## src/pkg/eeprom_config_loader_cfg.svh

```systemverilog
// Offsets, field positions, defaults and timing of the configuration loader
// How it works
// - Serial memory holds 16-bit words, read at power-up to program config fields.
// - Words come in pairs: address descriptor first, then the data word.
// - Descriptor bit 15 gives odd parity over all 32 bits of the pair.
// - A pair with bad parity sets bit 3 of the loader status register.
// - Descriptor bit 14 set ends loading after this pair; clear means continue, except after the pair ending at memory word 63.
// - Codes 0, 1, 4, 5 load vendor, device, subsystem vendor, subsystem id.
// - Code 2 loads class bits 7:0 from data high byte; code 3 bits 23:8.
// - Pairs are accepted in any order and each goes to its own target.
// - Fields not named by any pair keep their defaults.
`ifndef EEPROM_CONFIG_LOADER_CFG_SVH
`define EEPROM_CONFIG_LOADER_CFG_SVH
`define CLK_PERIOD_NS 8
`define NVM_SK_HALF_NS 500
`define NVM_SK_HALF_CYC ((`NVM_SK_HALF_NS + `CLK_PERIOD_NS - 1) / `CLK_PERIOD_NS)
`define APB_AW 12
`define OFS_IDS 12'h000
`define OFS_CLASS 12'h004
`define OFS_SUBSYS 12'h008
`define OFS_CTRL 12'h010
`define IDX_LOADER_STATUS_REG 10'h08E
`define OFS_LOADER_STATUS_REG ({`IDX_LOADER_STATUS_REG, 2'b00})
`define ST_DONE_BIT 0
`define ST_BUSY_BIT 1
`define ST_PARITY_BIT 3
`define ST_LOADED_LSB 8
`define CTRL_RELOAD_BIT 0
`define DESC_PARITY_BIT 15
`define DESC_FINAL_BIT 14
`define TGT_VENDOR 8'h00
`define TGT_DEVICE 8'h01
`define TGT_CLASS_LO 8'h02
`define TGT_CLASS_HI 8'h03
`define TGT_SS_VENDOR 8'h04
`define TGT_SS_ID 8'h05
`define NUM_TARGETS 8'h06
`define DEF_CLASS_LO 16'h0200
`define DEF_CLASS_HI 16'h0700
`define DEF_SUBSYS 16'h0000
`define NVM_CMD_READ 3'b110
`define NVM_LAST_ADDR 6'h3F
`define NVM_SHIFT_BITS 5'h19
`define NVM_DATA_FIRST 5'h09
`endif

```

## src/pkg/eeprom_config_loader_pkg.sv

```systemverilog
// Types shared by the configuration loader files
package eeprom_config_loader_pkg;
    typedef enum logic [2:0] {LD_IDLE, LD_ADDR, LD_DATA, LD_APPLY, LD_DONE} load_state_t;
    typedef enum logic [1:0] {RD_IDLE, RD_SHIFT, RD_END} read_state_t;
    typedef struct packed {
        logic parity_ok;
        logic last;
        logic [7:0] target;
    } pair_info_t;
    typedef struct packed {
        logic [15:0] vendor;
        logic [15:0] device;
        logic [23:0] class_code;
        logic [15:0] ss_vendor;
        logic [15:0] ss_id;
    } cfg_fields_t;
endpackage : eeprom_config_loader_pkg

```

## src/verilog/eeprom_config_loader.sv

```systemverilog
// Power-up loader of configuration fields from serial memory, with APB registers
`timescale 1ns/100ps
`include "eeprom_config_loader_cfg.svh"
module eeprom_config_loader import eeprom_config_loader_pkg::*; #(
    parameter logic [15:0] VENDOR_ID_DEFAULT = 16'h5A5A,
    parameter logic [15:0] DEVICE_ID_DEFAULT = 16'hC3C3
) (
    input wire logic clk_sys,
    input wire logic rstn,
    input wire logic psel,
    input wire logic penable,
    input wire logic pwrite,
    input wire logic [`APB_AW-1:0] paddr,
    input wire logic [31:0] pwdata,
    output logic [31:0] prdata,
    output logic pready,
    output logic pslverr,
    output logic nvm_cs,
    output logic nvm_sk,
    output logic nvm_mosi,
    input wire logic nvm_miso
);
    // ID defaults above are arbitrary values
    localparam logic [15:0] CLASS_LO_DEF = `DEF_CLASS_LO;
    localparam logic [15:0] HALF_CYC = 16'(`NVM_SK_HALF_CYC);

    logic rst_s1_q, rst_n_q;
    logic miso_s1_q, miso_s2_q;
    logic [15:0] div_q, div_d;
    logic tick_q, tick_d;

    load_state_t st_q, st_d;
    logic [5:0] waddr_q, waddr_d;
    logic [15:0] aword_q, aword_d, dword_q, dword_d;
    cfg_fields_t fields_q, fields_d, dflt, visible;
    logic [5:0] field_loaded_from_nvm_q, field_loaded_from_nvm_d;
    logic perr_q, perr_d, done_q, done_d, rd_start_q, rd_start_d, kick_q;
    logic rd_valid;
    logic [15:0] rd_word;
    pair_info_t info;

    logic pready_q, pready_d, pslverr_q, pslverr_d;
    logic [31:0] prdata_q, prdata_d, rd_mux;
    logic setup, access, mapped, reload, perr_clr, busy;

    // Reset release and input synchroniser
    always_ff @(posedge clk_sys or negedge rstn) begin
        if (!rstn) begin
            rst_s1_q <= 1'b0;
            rst_n_q <= 1'b0;
        end else begin
            rst_s1_q <= 1'b1;
            rst_n_q <= rst_s1_q;
        end
    end

    always_ff @(posedge clk_sys or negedge rst_n_q) begin
        if (!rst_n_q) begin
            miso_s1_q <= 1'b0;
            miso_s2_q <= 1'b0;
        end else begin
            miso_s1_q <= nvm_miso;
            miso_s2_q <= miso_s1_q;
        end
    end

    // Serial clock half-period divider
    always_comb begin
        tick_d = 1'b0;
        div_d = div_q + 16'h0001;
        if (div_q == HALF_CYC - 16'h0001) begin
            div_d = 16'h0000;
            tick_d = 1'b1;
        end
    end

    always_ff @(posedge clk_sys or negedge rst_n_q) begin
        if (!rst_n_q) begin
            div_q <= 16'h0000;
            tick_q <= 1'b0;
        end else begin
            div_q <= div_d;
            tick_q <= tick_d;
        end
    end

    nvm_word_reader u_reader (
        .clk_sys(clk_sys),
        .rst_n(rst_n_q),
        .tick(tick_q),
        .start(rd_start_q),
        .word_addr(waddr_q),
        .miso_s(miso_s2_q),
        .word_valid(rd_valid),
        .word(rd_word),
        .cs(nvm_cs),
        .sk(nvm_sk),
        .mosi(nvm_mosi)
    );

    pair_decoder u_decoder (
        .addr_word(aword_q),
        .data_word(dword_q),
        .info(info)
    );

    assign dflt = {VENDOR_ID_DEFAULT, DEVICE_ID_DEFAULT, `DEF_CLASS_HI, CLASS_LO_DEF[15:8], `DEF_SUBSYS, `DEF_SUBSYS};
    assign busy = (st_q != LD_IDLE) && (st_q != LD_DONE);

    // Loader sequence
    always_comb begin
        st_d = st_q;
        waddr_d = waddr_q;
        aword_d = aword_q;
        dword_d = dword_q;
        fields_d = fields_q;
        field_loaded_from_nvm_d = field_loaded_from_nvm_q;
        done_d = done_q;
        rd_start_d = 1'b0;
        perr_d = perr_q & ~perr_clr;
        case (st_q)
            LD_IDLE, LD_DONE: begin
                if (kick_q || reload) begin
                    st_d = LD_ADDR;
                    waddr_d = 6'h00;
                    fields_d = dflt;
                    field_loaded_from_nvm_d = 6'h00;
                    done_d = 1'b0;
                    rd_start_d = 1'b1;
                end
            end
            LD_ADDR: begin
                if (rd_valid) begin
                    aword_d = rd_word;
                    waddr_d = waddr_q + 6'h01;
                    rd_start_d = 1'b1;
                    st_d = LD_DATA;
                end
            end
            LD_DATA: begin
                if (rd_valid) begin
                    dword_d = rd_word;
                    st_d = LD_APPLY;
                end
            end
            LD_APPLY: begin
                if (!info.parity_ok) begin
                    perr_d = 1'b1;
                end else begin
                    case (info.target)
                        `TGT_VENDOR: fields_d.vendor = dword_q;
                        `TGT_DEVICE: fields_d.device = dword_q;
                        `TGT_CLASS_LO: fields_d.class_code[7:0] = dword_q[15:8];
                        `TGT_CLASS_HI: fields_d.class_code[23:8] = dword_q;
                        `TGT_SS_VENDOR: fields_d.ss_vendor = dword_q;
                        `TGT_SS_ID: fields_d.ss_id = dword_q;
                        default: ;
                    endcase
                    if (info.target < `NUM_TARGETS) begin
                        field_loaded_from_nvm_d[info.target[2:0]] = 1'b1;
                    end
                end
                if (info.last || waddr_q == `NVM_LAST_ADDR) begin
                    st_d = LD_DONE;
                    done_d = 1'b1;
                end else begin
                    waddr_d = waddr_q + 6'h01;
                    rd_start_d = 1'b1;
                    st_d = LD_ADDR;
                end
            end
            default: st_d = LD_IDLE;
        endcase
    end

    always_ff @(posedge clk_sys or negedge rst_n_q) begin
        if (!rst_n_q) begin
            st_q <= LD_IDLE;
            waddr_q <= 6'h00;
            aword_q <= 16'h0000;
            dword_q <= 16'h0000;
            fields_q <= '0;
            field_loaded_from_nvm_q <= 6'h00;
            perr_q <= 1'b0;
            done_q <= 1'b0;
            rd_start_q <= 1'b0;
            kick_q <= 1'b1;
        end else begin
            st_q <= st_d;
            waddr_q <= waddr_d;
            aword_q <= aword_d;
            dword_q <= dword_d;
            fields_q <= fields_d;
            field_loaded_from_nvm_q <= field_loaded_from_nvm_d;
            perr_q <= perr_d;
            done_q <= done_d;
            rd_start_q <= rd_start_d;
            kick_q <= 1'b0;
        end
    end

    // APB slave
    assign setup = psel && !penable;
    assign access = psel && penable && pready_q;
    assign mapped = (paddr == `OFS_IDS) || (paddr == `OFS_CLASS) || (paddr == `OFS_SUBSYS) ||
                    (paddr == `OFS_CTRL) || (paddr == `OFS_LOADER_STATUS_REG);
    assign reload = access && pwrite && (paddr == `OFS_CTRL) && pwdata[`CTRL_RELOAD_BIT];
    assign perr_clr = access && pwrite && (paddr == `OFS_LOADER_STATUS_REG) && pwdata[`ST_PARITY_BIT];
    assign visible = done_q ? fields_q : dflt;

    always_comb begin
        rd_mux = 32'h00000000;
        case (paddr)
            `OFS_IDS: rd_mux = {visible.device, visible.vendor};
            `OFS_CLASS: rd_mux = {8'h00, visible.class_code};
            `OFS_SUBSYS: rd_mux = {visible.ss_id, visible.ss_vendor};
            `OFS_LOADER_STATUS_REG: begin
                rd_mux[`ST_DONE_BIT] = done_q;
                rd_mux[`ST_BUSY_BIT] = busy;
                rd_mux[`ST_PARITY_BIT] = perr_q;
                rd_mux[`ST_LOADED_LSB +: 6] = field_loaded_from_nvm_q;
            end
            default: rd_mux = 32'h00000000;
        endcase
    end

    always_comb begin
        pready_d = 1'b0;
        pslverr_d = 1'b0;
        prdata_d = prdata_q;
        if (setup) begin
            pready_d = 1'b1;
            pslverr_d = ~mapped;
            prdata_d = pwrite ? 32'h00000000 : rd_mux;
        end
    end

    always_ff @(posedge clk_sys or negedge rst_n_q) begin
        if (!rst_n_q) begin
            pready_q <= 1'b0;
            pslverr_q <= 1'b0;
            prdata_q <= 32'h00000000;
        end else begin
            pready_q <= pready_d;
            pslverr_q <= pslverr_d;
            prdata_q <= prdata_d;
        end
    end

    assign prdata = prdata_q;
    assign pready = pready_q;
    assign pslverr = pslverr_q;

    // Checks
    logic [7:0] dword_hi;
    assign dword_hi = dword_q[15:8];
endmodule : eeprom_config_loader

```

## src/verilog/nvm_word_reader.sv

```systemverilog
// Serial read of one 16-bit word from the configuration memory
`timescale 1ns/100ps
`include "eeprom_config_loader_cfg.svh"
module nvm_word_reader import eeprom_config_loader_pkg::*; (
    input wire logic clk_sys,
    input wire logic rst_n,
    input wire logic tick,
    input wire logic start,
    input wire logic [5:0] word_addr,
    input wire logic miso_s,
    output logic word_valid,
    output logic [15:0] word,
    output logic cs,
    output logic sk,
    output logic mosi
);
    read_state_t st_q, st_d;
    logic [4:0] bit_q, bit_d;
    logic [15:0] sh_q, sh_d;
    logic [8:0] cmd;
    logic sk_q, sk_d, cs_q, cs_d, do_q, do_d, vld_q, vld_d;

    assign cmd = {`NVM_CMD_READ, word_addr};

    always_comb begin
        st_d = st_q;
        bit_d = bit_q;
        sh_d = sh_q;
        sk_d = sk_q;
        cs_d = cs_q;
        do_d = do_q;
        vld_d = 1'b0;
        case (st_q)
            RD_IDLE: begin
                if (start) begin
                    st_d = RD_SHIFT;
                    cs_d = 1'b1;
                    sk_d = 1'b0;
                    bit_d = 5'h00;
                    do_d = cmd[8];
                end
            end
            RD_SHIFT: begin
                if (tick && !sk_q) begin
                    sk_d = 1'b1;
                end else if (tick) begin
                    sk_d = 1'b0;
                    if (bit_q >= `NVM_DATA_FIRST) begin
                        sh_d = {sh_q[14:0], miso_s};
                    end
                    if (bit_q == `NVM_SHIFT_BITS - 5'h01) begin
                        st_d = RD_END;
                        do_d = 1'b0;
                    end else begin
                        bit_d = bit_q + 5'h01;
                        do_d = (bit_q < 5'h08) ? cmd[4'h7 - bit_q[3:0]] : 1'b0;
                    end
                end
            end
            RD_END: begin
                if (tick) begin
                    cs_d = 1'b0;
                    vld_d = 1'b1;
                    st_d = RD_IDLE;
                end
            end
            default: st_d = RD_IDLE;
        endcase
    end

    always_ff @(posedge clk_sys or negedge rst_n) begin
        if (!rst_n) begin
            st_q <= RD_IDLE;
            bit_q <= 5'h00;
            sh_q <= 16'h0000;
            sk_q <= 1'b0;
            cs_q <= 1'b0;
            do_q <= 1'b0;
            vld_q <= 1'b0;
        end else begin
            st_q <= st_d;
            bit_q <= bit_d;
            sh_q <= sh_d;
            sk_q <= sk_d;
            cs_q <= cs_d;
            do_q <= do_d;
            vld_q <= vld_d;
        end
    end

    assign word_valid = vld_q;
    assign word = sh_q;
    assign cs = cs_q;
    assign sk = sk_q;
    assign mosi = do_q;
endmodule : nvm_word_reader

```

## src/verilog/pair_decoder.sv

```systemverilog
// Parity check and descriptor decode of one address/data pair
`timescale 1ns/100ps
`include "eeprom_config_loader_cfg.svh"
module pair_decoder import eeprom_config_loader_pkg::*; (
    input wire logic [15:0] addr_word,
    input wire logic [15:0] data_word,
    output pair_info_t info
);
    always_comb begin
        info.parity_ok = ^{addr_word, data_word};
        info.last = addr_word[`DESC_FINAL_BIT];
        info.target = addr_word[7:0];
    end
endmodule : pair_decoder
```

## config.mk

```make
export PLATFORM = sky130hd
export DESIGN_NAME = eeprom_config_loader
export DESIGN_NICKNAME = d
export VERILOG_FILES = /design/src/pkg/eeprom_config_loader_pkg.sv /design/src/verilog/eeprom_config_loader.sv /design/src/verilog/nvm_word_reader.sv /design/src/verilog/pair_decoder.sv
export VERILOG_INCLUDE_DIRS = /design/src /design/src/pkg
export SDC_FILE = /design/constraint.sdc
export NUM_CORES = 1
export LEC_CHECK = 0
export BUFFER_PORTS_ARGS = -buffer_cell sky130_fd_sc_hd__clkbuf_2
export CAP_MARGIN = 10
export CORE_MARGIN = 1.5
export CORE_UTILIZATION = 46
export CTS_BUF_LIST = sky130_fd_sc_hd__clkbuf_8
export DETAILED_ROUTE_END_ITERATION = 6
export PLACE_DENSITY_LB_ADDON = 0.1
export SLEW_MARGIN = 40
export SYNTH_ARGS = -nofsm -noshare
export SYNTH_HDL_FRONTEND = slang
export SYNTH_SLANG_ARGS = --single-unit
```

## constraint.sdc

```tcl
create_clock -name clk_sys -period 6.61 [get_ports clk_sys]
set_clock_uncertainty 0.2 [all_clocks]
set_input_delay 0.9915 -clock clk_sys [delete_from_list [all_inputs] [get_ports clk_sys]]
set_output_delay 0.9915 -clock clk_sys [all_outputs]
set_load 0.01 [all_outputs]
```

==> summary.md, run 1 <==
| Metric | Value |
|---|---|
| Outcome | complete, but fails checks |
| Violations in the final reports | design-rule violations |
| XOR/XNOR share of the synthesized area | 4.08% |
| Final count of negative-setup-slack endpoints | 0 |
| Clock H-tree levels | 2 |
| Die outline area | 23400 sq um |
| Setup repair after global routing missed its margin | no |
| Worst hold-check path type | in -> async |
| Share of post-route cells with drive strength above 1 | 16.1% |
| Clock Latency Late Sink | 520 ps |
| Post-synthesis mux area share | 12.8% |
| Commonest non-fill, non-tap cell in the layout | sky130_fd_sc_hd__dfrtp_1 |
| Endpoints failing hold | 0 |
| Post-CTS setup buffers | 0 |
| Dpl cells | 1272 |
| Setup TNS | 0 ps |
| Data arrival time of the worst path | 3860 ps |
| Cell types occupying the most area after synthesis | sky130_fd_sc_hd__dfrtp_1, sky130_fd_sc_hd__mux2i_1, sky130_fd_sc_hd__nand2_1, sky130_fd_sc_hd__nor2_1, sky130_fd_sc_hd__o21ai_0 |
| Antenna violations before repair | 0 |
| Wire length on met2 | 11.7 mm |
| Number of global-route vias before repair | 7338 |
| Number of distinct library cells after synthesis | 60 |
| Maximum vdd drop | 0.146 mV |
| Clock buffer count from CTS | 40 |
| Layout Cells excl Fill | 1344 |
| Element type at the critical path end | flip-flop |
| Required time reported for the critical path endpoint | 6870 ps |
| Post-synthesis instance area | 10300 sq um |
| Maximum count of clock buffers along a single path | 3 |
| Total power per unit cell area | 229 nW/um^2 |
| Die span in y | 153 um |
| Worst max-slew margin expressed relative to the limit | 52.0% |
| Clock root buffer master | sky130_fd_sc_hd__clkbuf_8 |
| Total length of routed met3 wires | 918 um |
| Count of inserted antenna diode cells | 0 |
| Category of the most critical setup path | in -> reg |
| Count of maximum capacitance violations | 0 |
| Remaining antenna violation count after routing | 0 |
| Post-synthesis compound-gate area fraction | 8.49% |
| Final period util | 54.5% |
| Power share of the combinational group | 1.8% |
| Total GRT Usage | 22.5% |
| Switching power as a share of total power | 22.4% |
| Area share of and/or/nand/nor cells after synthesis | 15.2% |
| Largest net degree at the start of global routing | 152 |
| Synthesized instance count | 973 |
| Post-synth top flop | sky130_fd_sc_hd__dfrtp_1 |
| # port buffers | 56 |
| Post-detailed-routing wire length | 25.1 mm |
| Area growth, synth to finish | 13.0% |
| Routed metal-1 wirelength | 12.0 mm |
| Slew at the pin closest to its max-slew limit | 719 ps |
| Worst hold slack | 51.0 ps |
| Largest area contributor in the netlist | sky130_fd_sc_hd__dfrtp_1 |
| CTS resizes | 0 |
| Hold Buf Count CTS | 0 |
| Placed wire-length estimate after detailed placement | 16.3 mm |
| Fmax | 277 MHz |
| Per-cell via count in the routed design | 5.31 |
| Site Rows | 54 |
| Total DRC errors in the routed layout | 5 |
| Power share of the clock group | 47.3% |
| Core footprint | 22000 sq um |
| Highest-count cells in the layout ignoring fill and taps | sky130_fd_sc_hd__dfrtp_1, sky130_fd_sc_hd__nand2_1, sky130_fd_sc_hd__mux2i_1, sky130_fd_sc_hd__nor2_1, sky130_fd_sc_hd__o21ai_0 |
| Routed length per placed instance | 18.6 um |
| Final Slew Violations | 0 |
| Max layer used | met4 |
| Clk slew on worst S/H paths | 60 ps |
| Asr flop ratio synth | 100% |
| Gpl congestion | 0.768 |
| TritonCTS clock tree | done |
| Top-level I/O count | 87 |
| Net count, final | 1101 |
| Total number of vias | 7133 |
| Crit path time final | 3600 ps |
| Final cell utilization of the core | 53.2% |
| Starting density of the core | 47.1% |
| First-pass GRT wire length | 41.2 mm |
| Average footprint of a synthesized cell | 10.6 sq um |
| Maximum net fanout on the critical path | 21 |
| Share of the synthesized area in the top cell type | 53.3% |
| Net count of the mapped netlist | 1039 |
| Sequential fraction of design power | 50.9% |
| Chip Width | 153 um |
| First-pass DRT Iterations | 7 |
| EDFF count, synth | 0 |
| Clock Sink Count | 221 |
| Total congestion overflow | 0 |
| DRT iter0 DRCs | 505 |
| Internal power component | 2.07 mW |
| Post-synthesis share of cell area spent on full adders, half adders and majority gates | 1.94% |
| Synth warn | 0 |
| Switching power | 600 uW |
| Static Leakage | 6.06 nW |
| Worst Setup Start Kind | primary input |
| Post-synthesis sequential area ratio | 53.5% |
| Flops & latches, synth | 221 |
| Largest family of logic cells by synthesized area | simple AND/OR/NAND/NOR gates |
| Overall power of the completed layout | 2.67 mW |
==> state kept, by name (all words and copies together) (netlist names), 2 cells and up <==
name / count
dword_q: 16
aword_q: 16
st_q: 3
waddr_q: 6
field_loaded_from_nvm_q: 6
div_q: 16
prdata: 32
fields_q: 88
u_reader.bit_q: 5
u_reader.word: 16
u_reader.st_q: 2
==> critical path, cell delays in order <==
cell and delay, ps:
sky130_fd_sc_hd__clkbuf_2 410, sky130_fd_sc_hd__nor4b_1 690, sky130_fd_sc_hd__and4bb_2 750, sky130_fd_sc_hd__and2_1 560, sky130_fd_sc_hd__nand2_1 100, sky130_fd_sc_hd__a21oi_1 230, sky130_fd_sc_hd__a21o_1 110
==> final timing paths <==
check | startpoint | end | slack [ps] | cells past startpoint
max | paddr[2] | prdata[24] | 3010 | 7
min | rstn | rst_n_q | 50 | 1
max reg2reg | aword_q[1] | fields_q[35] | 3310 | 8
min reg2reg | rst_n_q | miso_s2_q | 90 | 0
max in group asynchronous | rst_n_q | dword_q[7] | 4950 | 2
min in group clk_sys | rst_s1_q | rst_n_q | 150 | 0
==> final cells by class <==
cell class	instances	area [sq um]
fillers	2016	10300
flip-flops and latches	221	5540
multi-input cells	668	4440
clock buffers	52	716
repair buffers	68	415
well taps	280	350
inverters	36	135
clock inverters	19	83.8
==> power groups by stage <==
stage	clock network [mW]	logic, mW	registers [mW]
6_report	1.26	0.0493	1.36
5_1_grt	1.37	0.0562	1.36
4_1_cts	1.31	0.0491	1.36
3_5_place_dp	0	0.0489	1.39
3_3_place_gp	0	0.0434	1.39
2_1_floorplan	0	0.0123	1.40
==> cell families (layout without fill, tap and decap cells) <==
kind of cell / Yosys count / count (layout)
AOI/OAI and AO/OA: 144 / 144
other: 2 / 2
and+or+nand+nor: 334 / 334
muxes: 128 / 128
DFF: 221 / 221
buffers and inverters: 84 / 175
adders and majority gates: 16 / 16
xor gates and xnor gates: 44 / 44
==> synth_stat cells (3+ instances only) <==
master	n
sky130_fd_sc_hd__a21o_1	6
sky130_fd_sc_hd__a21oi_1	28
sky130_fd_sc_hd__a22o_1	8
sky130_fd_sc_hd__a22oi_1	14
sky130_fd_sc_hd__a31oi_1	3
sky130_fd_sc_hd__a32o_1	3
sky130_fd_sc_hd__a32oi_1	5
sky130_fd_sc_hd__and2_1	4
sky130_fd_sc_hd__and3_1	7
sky130_fd_sc_hd__and4_1	4
sky130_fd_sc_hd__buf_2	9
sky130_fd_sc_hd__buf_6	6
sky130_fd_sc_hd__clkbuf_1	30
sky130_fd_sc_hd__dfrtp_1	220
sky130_fd_sc_hd__ha_1	16
sky130_fd_sc_hd__inv_1	36
sky130_fd_sc_hd__mux2_2	24
sky130_fd_sc_hd__mux2i_1	103
sky130_fd_sc_hd__nand2_1	154
sky130_fd_sc_hd__nand2_8	5
sky130_fd_sc_hd__nand2b_1	6
sky130_fd_sc_hd__nand3_1	19
sky130_fd_sc_hd__nand4_1	14
sky130_fd_sc_hd__nor2_1	88
sky130_fd_sc_hd__nor3_1	12
sky130_fd_sc_hd__o21ai_0	64
sky130_fd_sc_hd__o22ai_1	3
sky130_fd_sc_hd__xnor2_1	28
sky130_fd_sc_hd__xor2_1	13
==> layer usage <==
layer  global-route usage, %  up-vias
met4                    5.84        0
li1                        -     3479
met5                       0        -
met1                    32.0     3488
met2                    36.4      136
met3                    3.20       30
==> through the flow <==
stage               instance area, sq um  setup WS, ps
floorplan                          10300          2780
global placement                   10800          2550
detailed placement                 10800          2550
CTS                                11600          3060
global route                       11700          2840
finish                             11700          3010
(Power assumes the default switching activity.)
==> run 2: changes to the inputs <==
Settings changed: ABC_AREA from default to 1.
Clock period 6.61 ns to 3.68 ns, I/O delays scaled along.
==> run 2 against run 1 <==
The flow now finishes without violations. Sequential cell count unchanged. Total power rose to 2.6 times the previous value. Register-to-register slack worse by 2600 ps. Sequential share of layout area down 3.0 points. Final cell count up 31%. Largest cell class unchanged. Hold slack worse by 21 ps. Worst setup slack worse by 2300 ps. Via count up 31%. Clock power up 82%. Synthesized cell count up 39%. Cell area up 6.8%. Clock-buffer cell count up 1.
==> summary.md, run 2 <==
| Metric | Value |
|---|---|
| Slew at the pin closest to its max-slew limit | 850 ps (was 719 ps) |
| Post-synthesis sequential area ratio | 50.0% (was 53.5%) |
| Cell area after placement | 11600 sq um (was 10800 sq um) |
| Total DRC errors in the routed layout | 0 (was 5) |
| Commonest non-fill, non-tap cell in the layout | sky130_fd_sc_hd__nand2_1 (was sky130_fd_sc_hd__dfrtp_1) |
| Outcome | complete, no violations (was complete, but fails checks) |
| Final period util | 80.8% |
| Number of distinct library cells after synthesis | 45 (was 60) |
| Crit path time final | 2970 ps |
| Antenna violations before repair | 0 (unchanged) |
| Post-detailed-routing wire length | 28.3 mm (was 25.1 mm) |
| Total congestion overflow | 0 (unchanged) |
| Total power per unit cell area | 550 nW/um^2 (was 229 nW/um^2) |
| Clk slew on worst S/H paths | 60 ps (about the same) |
| Clock Latency Late Sink | 540 ps (was 520 ps) |
| Synthesized instance count | 1350 (was 973) |
| Per-cell via count in the routed design | 5.30 (was 5.31) |
| Largest net degree at the start of global routing | 80 (was 152) |
| Endpoints failing hold | 0 (unchanged) |
| Top-level I/O count | 87 (unchanged) |
| Average footprint of a synthesized cell | 8.20 sq um (was 10.6 sq um) |
| Synth warn | 0 (unchanged) |
| Core footprint | 23500 sq um (was 22000 sq um) |
| First-pass DRT Iterations | 5 (was 7) |
| Required time reported for the critical path endpoint | 3900 ps (was 6870 ps) |
| Finished layout cell area | 12500 sq um (was 11700 sq um) |
| Worst max-slew margin expressed relative to the limit | 43.1% (was 52.0%) |
| Count of inserted antenna diode cells | 0 (unchanged) |
| Number of global-route vias before repair | 8947 (was 7338) |
| Net count of the mapped netlist | 1416 (was 1039) |
| Largest area contributor in the netlist | sky130_fd_sc_hd__dfrtp_1 (unchanged) |
| Die span in y | 158 um (was 153 um) |
| Fmax | 337 MHz |
| Cell types occupying the most area after synthesis | sky130_fd_sc_hd__dfrtp_1, sky130_fd_sc_hd__nand2_1, sky130_fd_sc_hd__nand4_1, sky130_fd_sc_hd__inv_1, sky130_fd_sc_hd__o21ai_0 (was sky130_fd_sc_hd__dfrtp_1, sky130_fd_sc_hd__mux2i_1, sky130_fd_sc_hd__nand2_1, sky130_fd_sc_hd__nor2_1, sky130_fd_sc_hd__o21ai_0) |
| Worst hold-check path type | in -> reg (was in -> async) |
| Setup slack of the most critical reg-to-reg path | 710 ps (was 3310 ps) |
| Flops & latches, synth | 221 (unchanged) |
| List of most frequent post-synthesis cells | sky130_fd_sc_hd__nand2_1, sky130_fd_sc_hd__dfrtp_1, sky130_fd_sc_hd__inv_1 (was sky130_fd_sc_hd__dfrtp_1, sky130_fd_sc_hd__nand2_1, sky130_fd_sc_hd__mux2i_1) |
| Post-synth top flop | sky130_fd_sc_hd__dfrtp_1 (unchanged) |
| Clock buffer count from CTS | 40 (unchanged) |
| Clock H-tree levels | 2 (unchanged) |
| Site Rows | 56 (was 54) |
| Clock Sink Count | 221 (unchanged) |
| Share of post-route cells with drive strength above 1 | 12.3% (was 16.1%) |
| Routed length per placed instance | 16.1 um (was 18.6 um) |
| Register with the highest flop count | fields_q (unchanged) |
| Die outline area | 25000 sq um (was 23400 sq um) |
| Setup repair after global routing missed its margin | no (unchanged) |
| Crit path top cell by count | sky130_fd_sc_hd__nand2_1 |
| Buf+Inv Stages, Crit Path | 3 (was 1) |
| EDFF count, synth | 0 (unchanged) |
| Category of the most critical setup path | reg -> reg (was in -> reg) |
| Count of maximum capacitance violations | 0 (unchanged) |
| Starting density of the core | 47.0% (was 47.1%) |
| Most repeated cell in the gate-level netlist after synthesis | sky130_fd_sc_hd__nand2_1 (was sky130_fd_sc_hd__dfrtp_1) |
| Setup TNS | 0 ps (unchanged) |
| Worst path cell trace | inv_1, ha_1, xor2_1, nand2_1, nand2_1, inv_1, nand3_1, nand2_1, nand3_1, nand3_4, buf_4, nand3_2, nand2_1, nand2_1 (was clkbuf_2, nor4b_1, and4bb_2, and2_1, nand2_1, a21oi_1, a21o_1) |
| Data arrival time of the worst path | 3190 ps (was 3860 ps) |
| Slowest stage delay, CP | 460 ps (was 750 ps) |
| Placed wire-length estimate after detailed placement | 18.9 mm (was 16.3 mm) |
| First-pass GRT wire length | 46.8 mm (was 41.2 mm) |
| Element type at the critical path end | flip-flop (unchanged) |
| Maximum vdd drop | 0.331 mV (was 0.146 mV) |
| DRT iter0 DRCs | 704 (was 505) |
| Share of the synthesized area in the top cell type | 49.8% (was 53.3%) |
| Static Leakage | 6.24 nW (was 6.06 nW) |
| Final count of negative-setup-slack endpoints | 0 (unchanged) |
| Slowest stage cell on the critical path | sky130_fd_sc_hd__dfrtp_1 (was sky130_fd_sc_hd__and4bb_2) |
| Maximum count of clock buffers along a single path | 3 (unchanged) |
| Asr flop ratio synth | 100% (unchanged) |
| Total number of vias | 9351 (was 7133) |
| Final Slew Violations | 0 (unchanged) |
| Post-CTS setup buffers | 0 (unchanged) |
| Worst Setup Start Kind | flip-flop (was primary input) |
| Highest-count cells in the layout ignoring fill and taps | sky130_fd_sc_hd__nand2_1, sky130_fd_sc_hd__dfrtp_1, sky130_fd_sc_hd__inv_1, sky130_fd_sc_hd__nand4_1, sky130_fd_sc_hd__o21ai_0 (was sky130_fd_sc_hd__dfrtp_1, sky130_fd_sc_hd__nand2_1, sky130_fd_sc_hd__mux2i_1, sky130_fd_sc_hd__nor2_1, sky130_fd_sc_hd__o21ai_0) |
| Clock root buffer master | sky130_fd_sc_hd__clkbuf_8 (unchanged) |
| CP top delay family | simple AND/OR/NAND/NOR gates (unchanged) |
| Chip Width | 158 um (was 153 um) |
| Post-synthesis instance area | 11100 sq um (was 10300 sq um) |
| Area growth, synth to finish | 12.8% (was 13.0%) |
| Largest register FFs | 88 (unchanged) |
| Gpl congestion | 0.816 (was 0.768) |
| Net count, final | 1483 (was 1101) |
| Total GRT Usage | 23.7% (was 22.5%) |
| TritonCTS clock tree | done (unchanged) |
| Remaining antenna violation count after routing | 0 (unchanged) |
| Maximum net fanout on the critical path | 27 (was 21) |
| # port buffers | 56 (unchanged) |
-- run 2: cell families (layout without fill, tap and decap cells) --
| kind of cell | after synthesis | in the layout | share of synthesized area (%) |
|---|---|---|---|
| buf+inv | 190 | 285 | 7.60 |
| other cells | 2 | 2 | 0.0679 |
| flops | 221 | 221 | 50.0 |
| xor+xnor | 20 | 20 | 1.58 |
| simple gates | 729 | 729 | 29.4 |
| fa+ha+maj | 16 | 16 | 1.81 |
| compound gates | 172 | 172 | 9.58 |
-- run 2: routing by layer --
metal / global-route usage (%) / wire, um / vias to the layer above
met5: 0 / 0 / -
met1: 32.5 / 12900 / 4411
li1: - / - / 4632
met2: 38.7 / 13200 / 249
met3: 3.23 / 1300 / 59
met4: 8.28 / 881 / 0
-- run 2: path summary, 6_finish.rpt --
kind,start,endpoint,depth (start not counted)
setup / recovery,aword_q[1],field_loaded_from_nvm_q[4],14
hold / removal,penable,pready,2
setup reg to reg,aword_q[1],field_loaded_from_nvm_q[4],14
hold reg to reg,rst_n_q,fields_q[19],0
max in group asynchronous,rst_n_q,aword_q[4],1
min in group asynchronous,rst_n_q,fields_q[19],0
-- run 2: through the flow --
stage	hold WS (ps)	power, mW	setup WS [ps]	cells	util (%)
floorplan	56.4	4.10	1240	1350	-
global placement	127	4.57	734	1692	49.4
detailed placement	136	4.59	718	1692	49.5
CTS	9.01	6.91	705	1764	53.0
global route	33.4	7.20	459	1764	53.0
finish	30.1	6.87	708	1764	53.0
-- run 2: report_power, final --
group | internal (mW) | total [mW] | switching [mW]
logic | 0.466 | 1.88 | 1.42
registers | 2.60 | 2.69 | 0.0937
clock network | 1.28 | 2.29 | 1.01
total | 4.35 | 6.87 | 2.52
-- run 2: area by class of cell --
type,instances,area (sq um)
repair buffers,86,536
well taps,319,399
clock buffers,53,729
flip-flops and latches,221,5540
inverters,129,484
clock inverters,17,75.1
fillers,2339,11100
multi-input cells,939,4720
-- run 2: repair_timing --
action,4_1_cts,5_1_grt
hold buffers,2,0
gates resized for setup,0,0
endpoints found under the setup margin,0,0
endpoints found under the hold margin,3,0
